## src/logic/btcc_pkg.sv

```systemverilog
/*
 Constants and types for the bit-test, call and compare execution block.
 Assumes a 16-bit datapath and a decoder upstream that presents one operation per issue.
*/
package btcc_pkg;
    localparam int          DATA_W       = 16;
    localparam int          ADDR_W       = 24;
    localparam int          BIT_W        = 4;
    localparam int          LIT_W        = 8;
    localparam logic [2:0]  CYC_ONE      = 3'h1;
    localparam logic [2:0]  CYC_SKIP1    = 3'h2;
    localparam logic [2:0]  CYC_SKIP2    = 3'h3;
    localparam logic [2:0]  CYC_CALL     = 3'h4;
    localparam logic [15:0] ZERO_WORD    = 16'h0000;
    localparam logic [4:0]  FLAGS_RESET  = 5'h00;
    localparam int          FLG_C        = 0;
    localparam int          FLG_Z        = 1;
    localparam int          FLG_OV       = 2;
    localparam int          FLG_N        = 3;
    localparam int          FLG_DC       = 4;

    typedef enum logic [3:0]
    {
        BTCC_OP_SKIP_CLR  = 4'h0,
        BTCC_OP_SKIP_SET  = 4'h1,
        BTCC_OP_TSET_C    = 4'h2,
        BTCC_OP_TSET_Z    = 4'h3,
        BTCC_OP_CALL_L    = 4'h4,
        BTCC_OP_CMP_LIT   = 4'h5,
        BTCC_OP_CMP_REG   = 4'h6,
        BTCC_OP_CMP_ZERO  = 4'h7
    } btcc_op_t;
endpackage

```

## src/logic/btcc_alu_if.sv

```systemverilog
/*
 Interface carrying operands to the compare unit and its flag result back.
 Assumes both ends run on the same core clock.
*/
`timescale 1ns/1ps
interface btcc_alu_if;
    import btcc_pkg::*;
    logic [DATA_W-1:0] minuend;
    logic [DATA_W-1:0] subtrahend;
    logic [4:0]        flags;

    modport core
    (
        output minuend,
        output subtrahend,
        input  flags
    );
    modport alu
    (
        input  minuend,
        input  subtrahend,
        output flags
    );
endinterface

```

## src/logic/btcc_exec.sv

```systemverilog
/*
 Execution stage for bit-test-and-skip, test-then-set, long indirect call and compare.
 Assumes the decoder holds an operation until READY and supplies operands with it.
*/
// How it works
// RL1 - Skip-if-clear tests a chosen bit; skips next when zero; no flags changed.
// RL2 - Skip-if-set tests a chosen bit; skips next when one; no flags changed.
// RL3 - Test-then-set copies chosen bit into carry, then sets that bit; one cycle.
// RL4 - Test-then-set loads zero flag from chosen bit test, then sets it.
// RL5 - Long indirect call jumps to register address, saves return, four cycles.
// RL6 - Compare with eight bit literal updates C, DC, N, OV, Z; one cycle.
// RL7 - Register compare base minus source updates five flags, result discarded.
// RL8 - Compare-against-zero on file register updates five flags, register untouched.
// RL9 - Compare-against-zero on working register updates five flags, operand untouched.
// RL10 - Skip costs two cycles over one word, three over two words.
`timescale 1ns/1ps
module btcc_exec
    import btcc_pkg::*;
(
    input  wire logic                CORE_CLK,
    input  wire logic                NRST,
    input  wire logic                ISSUE,
    input  wire btcc_pkg::btcc_op_t  OPCODE,
    input  wire logic [15:0]         OPERAND_A,
    input  wire logic [15:0]         OPERAND_B,
    input  wire logic [3:0]          BIT_SEL,
    input  wire logic [7:0]          LITERAL,
    input  wire logic                NEXT_TWO_WORD,
    input  wire logic [23:0]         RETURN_PC,
    output logic                     READY,
    output logic [4:0]               STATUS_FLAGS,
    output logic                     STACK_FRAME_ACTIVE,
    output logic                     SKIP_NEXT,
    output logic                     WB_VALID,
    output logic [15:0]              WB_DATA,
    output logic                     BRANCH_VALID,
    output logic [23:0]              BRANCH_TARGET,
    output logic                     PUSH_VALID,
    output logic [23:0]              PUSH_DATA
);
    import btcc_pkg::*;

    typedef enum logic [2:0]
    {
        ST_IDLE = 3'b001,
        ST_BUSY = 3'b010,
        ST_DONE = 3'b100
    } btcc_state_t;

    btcc_state_t       state;
    logic [2:0]        busy_cnt;
    logic              take;
    logic              bit_val;
    logic [2:0]        next_cycles;
    btcc_alu_if        alu ();

    function automatic logic pick_bit(input logic [15:0] w, input logic [3:0] idx);
        pick_bit = w[idx];
    endfunction

    function automatic logic is_cmp(input btcc_op_t op);
        is_cmp = (op == BTCC_OP_CMP_LIT) || (op == BTCC_OP_CMP_REG)
              || (op == BTCC_OP_CMP_ZERO);
    endfunction

    btcc_compare u_compare
    (
        .bus (alu.alu)
    );

    assign take    = ISSUE && READY;
    assign bit_val = pick_bit(OPERAND_A, BIT_SEL);

    always_comb
    begin
        alu.minuend    = OPERAND_A;
        alu.subtrahend = OPERAND_B; // see RL7
        case (OPCODE)
            BTCC_OP_CMP_LIT:  alu.subtrahend = {8'h00, LITERAL}; // see RL6
            BTCC_OP_CMP_ZERO: alu.subtrahend = ZERO_WORD;        // see RL8 see RL9
            default:          alu.subtrahend = OPERAND_B;
        endcase
    end

    // Total occupancy of the issued operation, in cycles
    always_comb
    begin
        next_cycles = CYC_ONE;
        case (OPCODE)
            BTCC_OP_SKIP_CLR:
                if (!bit_val)
                    next_cycles = NEXT_TWO_WORD ? CYC_SKIP2 : CYC_SKIP1; // see RL1 see RL10
            BTCC_OP_SKIP_SET:
                if (bit_val)
                    next_cycles = NEXT_TWO_WORD ? CYC_SKIP2 : CYC_SKIP1; // see RL2 see RL10
            BTCC_OP_CALL_L:
                next_cycles = CYC_CALL; // see RL5
            default:
                next_cycles = CYC_ONE;
        endcase
    end

    // Multi-cycle operations hold READY low so the decoder cannot issue over them
    always_ff @(posedge CORE_CLK or negedge NRST)
    begin
        if (!NRST)
        begin
            state    <= ST_IDLE;
            busy_cnt <= 3'h0;
            READY    <= 1'b1;
        end
        else
        begin
            case (state)
                ST_IDLE:
                    if (take && (next_cycles != CYC_ONE))
                    begin
                        state    <= ST_BUSY;
                        busy_cnt <= next_cycles - 3'h2;
                        READY    <= 1'b0;
                    end
                ST_BUSY:
                    if (busy_cnt == 3'h0)
                    begin
                        state <= ST_DONE;
                        READY <= 1'b1;
                    end
                    else
                        busy_cnt <= busy_cnt - 3'h1;
                ST_DONE:
                    state <= ST_IDLE;
                default:
                begin
                    state <= ST_IDLE;
                    READY <= 1'b1;
                end
            endcase
            if (state == ST_DONE && take && (next_cycles != CYC_ONE))
            begin
                state    <= ST_BUSY;
                busy_cnt <= next_cycles - 3'h2;
                READY    <= 1'b0;
            end
        end
    end

    // Flags: only the bits an operation names are written, the rest hold
    always_ff @(posedge CORE_CLK or negedge NRST)
    begin
        if (!NRST)
            STATUS_FLAGS <= FLAGS_RESET;
        else if (take)
        begin
            if (OPCODE == BTCC_OP_TSET_C)
                STATUS_FLAGS[FLG_C] <= bit_val;  // see RL3
            else if (OPCODE == BTCC_OP_TSET_Z)
                STATUS_FLAGS[FLG_Z] <= ~bit_val; // see RL4
            else if (is_cmp(OPCODE))
                STATUS_FLAGS <= alu.flags;       // see RL6 see RL7 see RL8 see RL9
        end
    end

    always_ff @(posedge CORE_CLK or negedge NRST)
    begin
        if (!NRST)
        begin
            WB_VALID <= 1'b0;
            WB_DATA  <= ZERO_WORD;
        end
        else
        begin
            // Compares never write back, so the operand is left as it was
            WB_VALID <= take && ((OPCODE == BTCC_OP_TSET_C) || (OPCODE == BTCC_OP_TSET_Z));
            WB_DATA  <= OPERAND_A | (16'h0001 << BIT_SEL); // see RL3 see RL4
        end
    end

    always_ff @(posedge CORE_CLK or negedge NRST)
    begin
        if (!NRST)
            SKIP_NEXT <= 1'b0;
        else
            SKIP_NEXT <= take && (((OPCODE == BTCC_OP_SKIP_CLR) && !bit_val)
                               || ((OPCODE == BTCC_OP_SKIP_SET) && bit_val)); // see RL1 see RL2
    end

    always_ff @(posedge CORE_CLK or negedge NRST)
    begin
        if (!NRST)
        begin
            BRANCH_VALID       <= 1'b0;
            BRANCH_TARGET      <= 24'h000000;
            PUSH_VALID         <= 1'b0;
            PUSH_DATA          <= 24'h000000;
            STACK_FRAME_ACTIVE <= 1'b0;
        end
        else
        begin
            BRANCH_VALID <= take && (OPCODE == BTCC_OP_CALL_L);
            PUSH_VALID   <= take && (OPCODE == BTCC_OP_CALL_L);
            if (take && (OPCODE == BTCC_OP_CALL_L))
            begin
                BRANCH_TARGET      <= {OPERAND_B[7:0], OPERAND_A} & 24'hfffffe; // see RL5
                PUSH_DATA          <= RETURN_PC;
                STACK_FRAME_ACTIVE <= 1'b0; // see RL5
            end
        end
    end
endmodule

```

## src/logic/btcc_compare.sv

```systemverilog
/*
 Compare unit: subtracts without storing and produces C, DC, N, OV, Z.
 Assumes purely combinational use; the caller registers the flags.
*/
`timescale 1ns/1ps
module btcc_compare
    import btcc_pkg::*;
(
    btcc_alu_if.alu bus
);
    logic [DATA_W:0] diff;
    logic [4:0]      low_diff;

    always_comb
    begin
        diff     = {1'b0, bus.minuend} - {1'b0, bus.subtrahend};
        low_diff = {1'b0, bus.minuend[3:0]} - {1'b0, bus.subtrahend[3:0]};
    end

    // Carry is the inverted borrow, as with any subtract-style compare
    always_comb
    begin
        bus.flags         = '0;
        bus.flags[FLG_C]  = ~diff[DATA_W];
        bus.flags[FLG_DC] = ~low_diff[4];
        bus.flags[FLG_N]  = diff[DATA_W-1];
        bus.flags[FLG_Z]  = (diff[DATA_W-1:0] == ZERO_WORD);
        bus.flags[FLG_OV] = (bus.minuend[DATA_W-1] != bus.subtrahend[DATA_W-1])
                          && (diff[DATA_W-1] != bus.minuend[DATA_W-1]);
    end
endmodule

```

## config.mk

```make
export PLATFORM = sky130hd
export DESIGN_NAME = btcc_exec
export DESIGN_NICKNAME = d
export VERILOG_FILES = /design/src/logic/btcc_pkg.sv /design/src/logic/btcc_alu_if.sv /design/src/logic/btcc_exec.sv /design/src/logic/btcc_compare.sv
export SDC_FILE = /design/constraint.sdc
export NUM_CORES = 1
export LEC_CHECK = 0
export ABC_AREA = 1
export BUFFER_PORTS_ARGS = -buffer_cell sky130_fd_sc_hd__buf_2
export CELL_PAD_IN_SITES_DETAIL_PLACEMENT = 0
export CELL_PAD_IN_SITES_GLOBAL_PLACEMENT = 2
export CORE_MARGIN = 3
export CORE_UTILIZATION = 29
export DETAILED_ROUTE_END_ITERATION = 16
export GPL_TIMING_DRIVEN = 1
export PLACE_DENSITY_LB_ADDON = 0.1
export SLEW_MARGIN = 20
export SYNTH_ARGS = -nofsm -noshare
export SYNTH_HDL_FRONTEND = slang
export SYNTH_SLANG_ARGS = --single-unit
```

## constraint.sdc

```tcl
create_clock -name CORE_CLK -period 1.9 [get_ports CORE_CLK]
set_input_delay 0.19 -clock CORE_CLK [delete_from_list [all_inputs] [get_ports CORE_CLK]]
set_output_delay 0.19 -clock CORE_CLK [all_outputs]
set_load 0.01 [all_outputs]
```

# Yosys cells after proc, flatten, opt, wreduce, memory -nomap -nowiden
# Cells that the tools add are included.
# word_totals
latchBits	0
word_cells	92
rom_bits	0
memories	0
out_inout_bits	75
regBits	78
in_bits	76
ramBits	0
# classes
bitwise	6
n_lt_le_gt_ge	1
multipliers	0
div	0
eq_ne	18
shift	1
n_addsub	4
reduce_logical	27
mux	23
# ops
cell	count
16-bit one-hot mux with 2 select lines	1
3-bit two-way mux	6
16-bit by 16-bit subtractor with 17-bit output	1
4-bit by 3-bit == test with 1-bit output (second input constant)	4
16-bit zero test	1
16-bit bitwise OR	1
1-bit by 4-bit << shifter with 16-bit output (first input constant)	1
3-bit one-hot mux with 2 select lines	2
3-bit AND reduction	4
1-bit logical AND	10
3-bit inequality test (second input constant)	3
3-bit one-hot mux with 3 select lines	1
4-bit by 2-bit == test with 1-bit output (second input constant)	2
1-bit two-way mux	8
2-bit two-way mux	3
4-bit by 5-bit less-than comparator with 1-bit output (second input constant)	1
1-bit NOT	5
4-bit by 4-bit subtractor with 5-bit output	1
1-bit binary-select mux with 4-bit select	1
4-bit by 1-bit == test with 1-bit output (second input constant)	1
4-bit zero test	1
1-bit logical OR	4
4-bit AND reduction	1
2-bit nonzero test	2
other kinds (14)	15

# Longest topological paths before layout
# depth
depth_word	9
depth_mapped	24
ltp_nobuf	24

# Hierarchy
# From an unflattened synthesis, not the netlist that was laid out.
# unflattened
hier_cells	546
area_unflattened_um2	4758.3
# by_module_without_submodules
mod	area_per_inst_um2	cells_per_inst	seq_area_each_um2	n_inst
btcc_exec	3651.0	332	1954.4	1
btcc_compare	1107.3	214	0.0	1

# Worst setup path after synthesis
# OpenSTA, ideal clock, no wires.
# synth_path
path_kind	input -> register
from	input OPCODE[2]
to	register STATUS_FLAGS[1]
t_required_ps	1783
stages	23
path_slack_ps	-432
path_buffers	2
t_arrival_ps	2215
setup_ps	117
path_cell_list	inv_1 -> nor2_1 -> inv_1 -> nor2_1 -> inv_1 -> clkbuf_1 -> a21oi_1 -> ha_1 -> buf_2 -> a21oi_1 -> nand2_1 -> nand2_1 -> nand2_1 -> nand2_1 -> nand2_1 -> nand2_1 -> nand2_1 -> nand2_1 -> nor2_1 -> nand4_1 -> nand2_1 -> nand2_1 -> nand2_1
# synth_between
elab_chain_len	6
elab_cells_between_ends	15
classes_between	add/sub (1); eq/ne (5); mux (3); bitwise (1); reduce/logical (5)
# synth_lines
item	line_no	rtl
start, declared	btcc_exec.sv:23	input wire btcc_pkg::btcc_op_t OPCODE,
4-bit by 3-bit == test with 1-bit output (on tied branches)	btcc_exec.sv:63, btcc_exec.sv:78, btcc_exec.sv:62	
16-bit one-hot mux with 2 select lines	btcc_exec.sv:78	case (OPCODE)
16-bit by 16-bit subtractor with 17-bit output	btcc_compare.sv:16	diff = {1'b0, bus.minuend} - {1'b0, bus.subtrahend};
16-bit zero test	btcc_compare.sv:27	bus.flags[FLG_Z] = (diff[DATA_W-1:0] == ZERO_WORD);
2-bit two-way mux	btcc_exec.sv:158	else if (is_cmp(OPCODE))
1-bit two-way mux	btcc_exec.sv:156	else if (OPCODE == BTCC_OP_TSET_Z)
end signal, assigned by index	btcc_exec.sv:155	STATUS_FLAGS[FLG_C] <= bit_val;
end signal, assigned by index	btcc_exec.sv:157	STATUS_FLAGS[FLG_Z] <= ~bit_val;
end signal, assigned	btcc_exec.sv:159	STATUS_FLAGS <= alu.flags;
end, declared	btcc_exec.sv:31	output logic [4:0] STATUS_FLAGS,
# Parallel ways exist; a longest one is shown, timed or not. The select of a mux whose other input is x is not followed.
# A chain may end at the register's enable or synchronous reset.

# Worst setup path in the final report
# Ends and elaborated chain as after synthesis.

==> summary.md <==
| Metric | Value |
|---|---|
| DR iter-0 viols | `155` |
| Unrepaired setup endpoints after global routing | `true` |
| Drt pass-1 iters | `4` |
| Switching fraction of total power | `0.3449` |
| Setup WS post-layout | `-161.0 ps` |
| Final Setup Violations | `2` |
| Reg2reg start | `READY` |
| Layout Nets | `892` |
| Internal power | `4.694 mW` |
| Part of the power in registers | `0.350` |
| Leak Pwr | `3.671 nW` |
| Clk_lat worst skew | `350 ps` |
| Worst reg-to-reg setup slack | `270 ps` |
| Startpoint types | `input port` |
| Clock Power Share | `0.270` |
| Port Buffers | `148` |
| Fin crit share | `1.085` |
| Synthesis-to-finish area growth | `45.55%` |
| Reg-to-reg endpoint | `PUSH_DATA[10]` |
| Switch Pwr | `2.471 mW` |
| Layout Skew | `16.44 ps` |
| Antenna violations before repair | `0` |
| Worst vdd ir | `571.8 uV` |
| Post-Syn Area per Cell | `8.020 um^2` |
| Fin area | `0.006840 mm^2` |
| First-pass GRT wire length | `23560 um` |
| Vias per inst | `4.415` |
| Row Count | `45` |
| TritonCTS clock tree | `done` |
| Netlist cell types | `35` |
| Die width | `133.3 um` |
| Critical path arrival | `2300 ps` |
| Util after Layout | `0.4402` |
| Post-DP HPWL | `11720 um` |
| Routability cong. | `0.8278` |
| Tightest Pin Transition | `557.9 ps` |
| DRC | `0` |
| Gate power share | `0.380` |
| Num CTS Buffers | `9` |
| Crit path required time | `2140 ps` |
| Post-route ant nets | `0` |
| Power per Cell Area | `1047 mW/mm^2` |
| Hold wc startpoint | `RETURN_PC[12]` |
| WHS Path Cells | `2` |
| Ports | `151` |
| Max-cap violations | `0` |
| Synth Instances | `586` |
| Synth Warn # | `0` |
| CP Capture Type | `register` |
| Initial core utilization | `0.3024` |
| CP Class | `input port to register` |
| Failing checks | `negative setup slack` |
| GRT overflow | `0` |
| Routed wire length | `14640 um` |
| Wire length per cell | `14.47 um` |
| Max_slew headroom | `0.6281` |
| Fin. Hold Viols | `0` |
| Vias in the first global route | `4542` |
| Top achievable clock speed | `485.2 MHz` |
| Minimum clock period after layout | `2061 ps` |
| Outcome | `finished, violations left` |
| Post-synthesis sequential element count | `78` |
| R2r worst-path depth | `4` |
| Post-Syn Area | `0.004700 mm^2` |
| DR vias | `4468` |
| Pre-CTS setup slack | `-816.8 ps` |
| Cell taking the most area after synthesis | `dfrtp_1` |
| Largest net degree at the start of global routing | `54` |
| H-tree depth | `3` |
| # clock sinks | `78` |
| CP Launch Point | `OPCODE[2]` |
| EDFF count, synth | `0` |
| GRT Total Usage | `0.1684` |
| Worst Hold Class | `input port to register` |
| Die outline area | `0.01777 mm^2` |
| Top_reg_cell synth | `dfrtp_1` |
| Fraction of the yosys area taken by sequential cells | `0.4159` |
| Crit path max fanout | `4` |
| Post-synth ARST share | `1.000` |
| Dominant cells by area after synthesis | `dfrtp_1 (40%), nand2_1 (14%), mux2_2 (9.3%)` |
| Top-area cell type share of the netlist area | `0.4047` |
| Area after DPL | `0.006091 mm^2` |
| CTS root buf | `clkbuf_16` |
| Share of cells above drive strength 1 | `0.4332` |
| Final Max Tran Viols | `0` |
| Hold Path End | `PUSH_DATA[12]` |
| Die Y | `133.3 um` |
| Clk slew on worst S/H paths | `70 ps` |
| Core Area | `0.01554 mm^2` |
| Clock Tree Buf Depth | `2` |
| Ant diodes | `0` |
registers in the layout (all words and copies together), names as in the netlist:
name           cells
STATUS_FLAGS       5
WB_VALID           1
BRANCH_TARGET     23
PUSH_VALID         1
WB_DATA           16
SKIP_NEXT          1
READY              1
PUSH_DATA         24
busy_cnt           3
state              3
critical path: stages:
cell and delay [ps]:
buf_8 90, inv_8 30, nor2_4 110, inv_2 60, nor2_4 160, nand3_2 90
nand2_2 90, ha_4 130, inv_4 30, fa_2 380, nand2_2 100, nand3_2 80
nand3_4 90, nand2_4 70, nand2_4 80, nand2_2 50, nand2_2 100, nand2_1 50
nand2_1 60, nor2_1 40, nand4_1 80, nand2_1 50, nand2_1 50, nand2_1 40
cell families (layout without fill, tap and decap cells):
kind of cell    Yosys count  after routing  synth area share
compound gates           58             58           0.07402
flops                    78             78            0.4159
buf+inv                 110            324           0.09505
mux                      39             39           0.09345
simple gates            276            276            0.2585
other cells               1              2         0.0007980
fa+ha+maj                20             20           0.05485
xor+xnor                  4              4          0.007456
through the flow:
| stage | hold slack, ps | TNS (ps) | std cells | power, mW |
|---|---|---|---|---|
| floorplan | -105.6 | -625.7 | 587 | 3.991 |
| global placement | 211.5 | -3056 | 985 | 5.095 |
| detailed placement | 221.9 | -3169 | 985 | 5.155 |
| CTS | 59.72 | -338.9 | 1008 | 7.208 |
| global route | 68.63 | -987.6 | 1012 | 7.671 |
| finish | 69.37 | -270.8 | 1012 | 7.164 |
final cells by class:
type | instances | area, um^2
Timing Repair Buffer | 211 | 1272
Clock buffer | 9 | 225.2
Fill cell | 1611 | 8700
Inverter | 97 | 379.1
Multi-Input combinational cell | 399 | 2643
Clock inverter | 7 | 102.6
Sequential cell | 78 | 1954
Tap cell | 211 | 264.0
power by group through the flow:
stage               logic (mW)  registers [mW]  clock network (mW)
detailed placement        2.60            2.55                   0
global route              3.02            2.59                2.06
global placement          2.57            2.52                   0
finish                    2.72            2.51                1.93
CTS                       2.69            2.52                1.99
floorplan                 1.20            2.79                   0
per-layer routing:
metal | global-route usage | part of all wire | up-vias
met5 | 0 | 0 | -
met1 | 0.2241 | 0.48 | 2072
li1 | - | - | 2264
met4 | 0.04857 | 0.015 | 0
met2 | 0.2768 | 0.46 | 121
met3 | 0.03625 | 0.044 | 11
synth_stat cells, types with 6 or more instances:
library cell	count
a21oi_1	20
buf_2	6
dfrtp_1	76
ha_1	19
inv_1	96
mux2_2	39
nand2_1	172
nand2_2	6
nand3_1	31
nand4_1	6
nor2_1	38
nor3_1	6
o21a_1	8
o21ai_0	15
o21bai_1	8
worst max path at each step:
stage | to | cells past startpoint | slack, ps
6_report | STATUS_FLAGS[1] | 24 | -160
2_1_floorplan | STATUS_FLAGS[1] | 23 | -270
3_3_place_gp | STATUS_FLAGS[1] | 24 | -800
5_1_grt | STATUS_FLAGS[1] | 24 | -340
4_1_cts | STATUS_FLAGS[1] | 22 | -190
3_5_place_dp | STATUS_FLAGS[1] | 18 | -820
cells in the final DEF (no fill, tap or decap), types with 5 or more instances in the layout:
master / instances
o21bai_1: 8
ha_1: 10
nand4_1: 6
nor2_2: 7
buf_4: 60
a21oi_1: 8
o21a_1: 8
nand2_2: 19
nand2_1: 157
nand3_4: 6
o21ai_1: 5
nor3_1: 6
clkbuf_16: 9
nand3_1: 23
nand3_2: 8
o21ai_0: 13
buf_2: 145
mux2_2: 39
nor2_1: 28
a21oi_2: 9
ha_4: 8
inv_1: 92
dfrtp_1: 76
repair_timing:
action	CTS	global route
hold buffers	1	0
gates resized for setup	39	34
pin swaps	16	13
setup buffers	6	4
hold endpoints to repair	34	0
setup endpoints to repair	4	4
(Power assumes the default switching activity.)
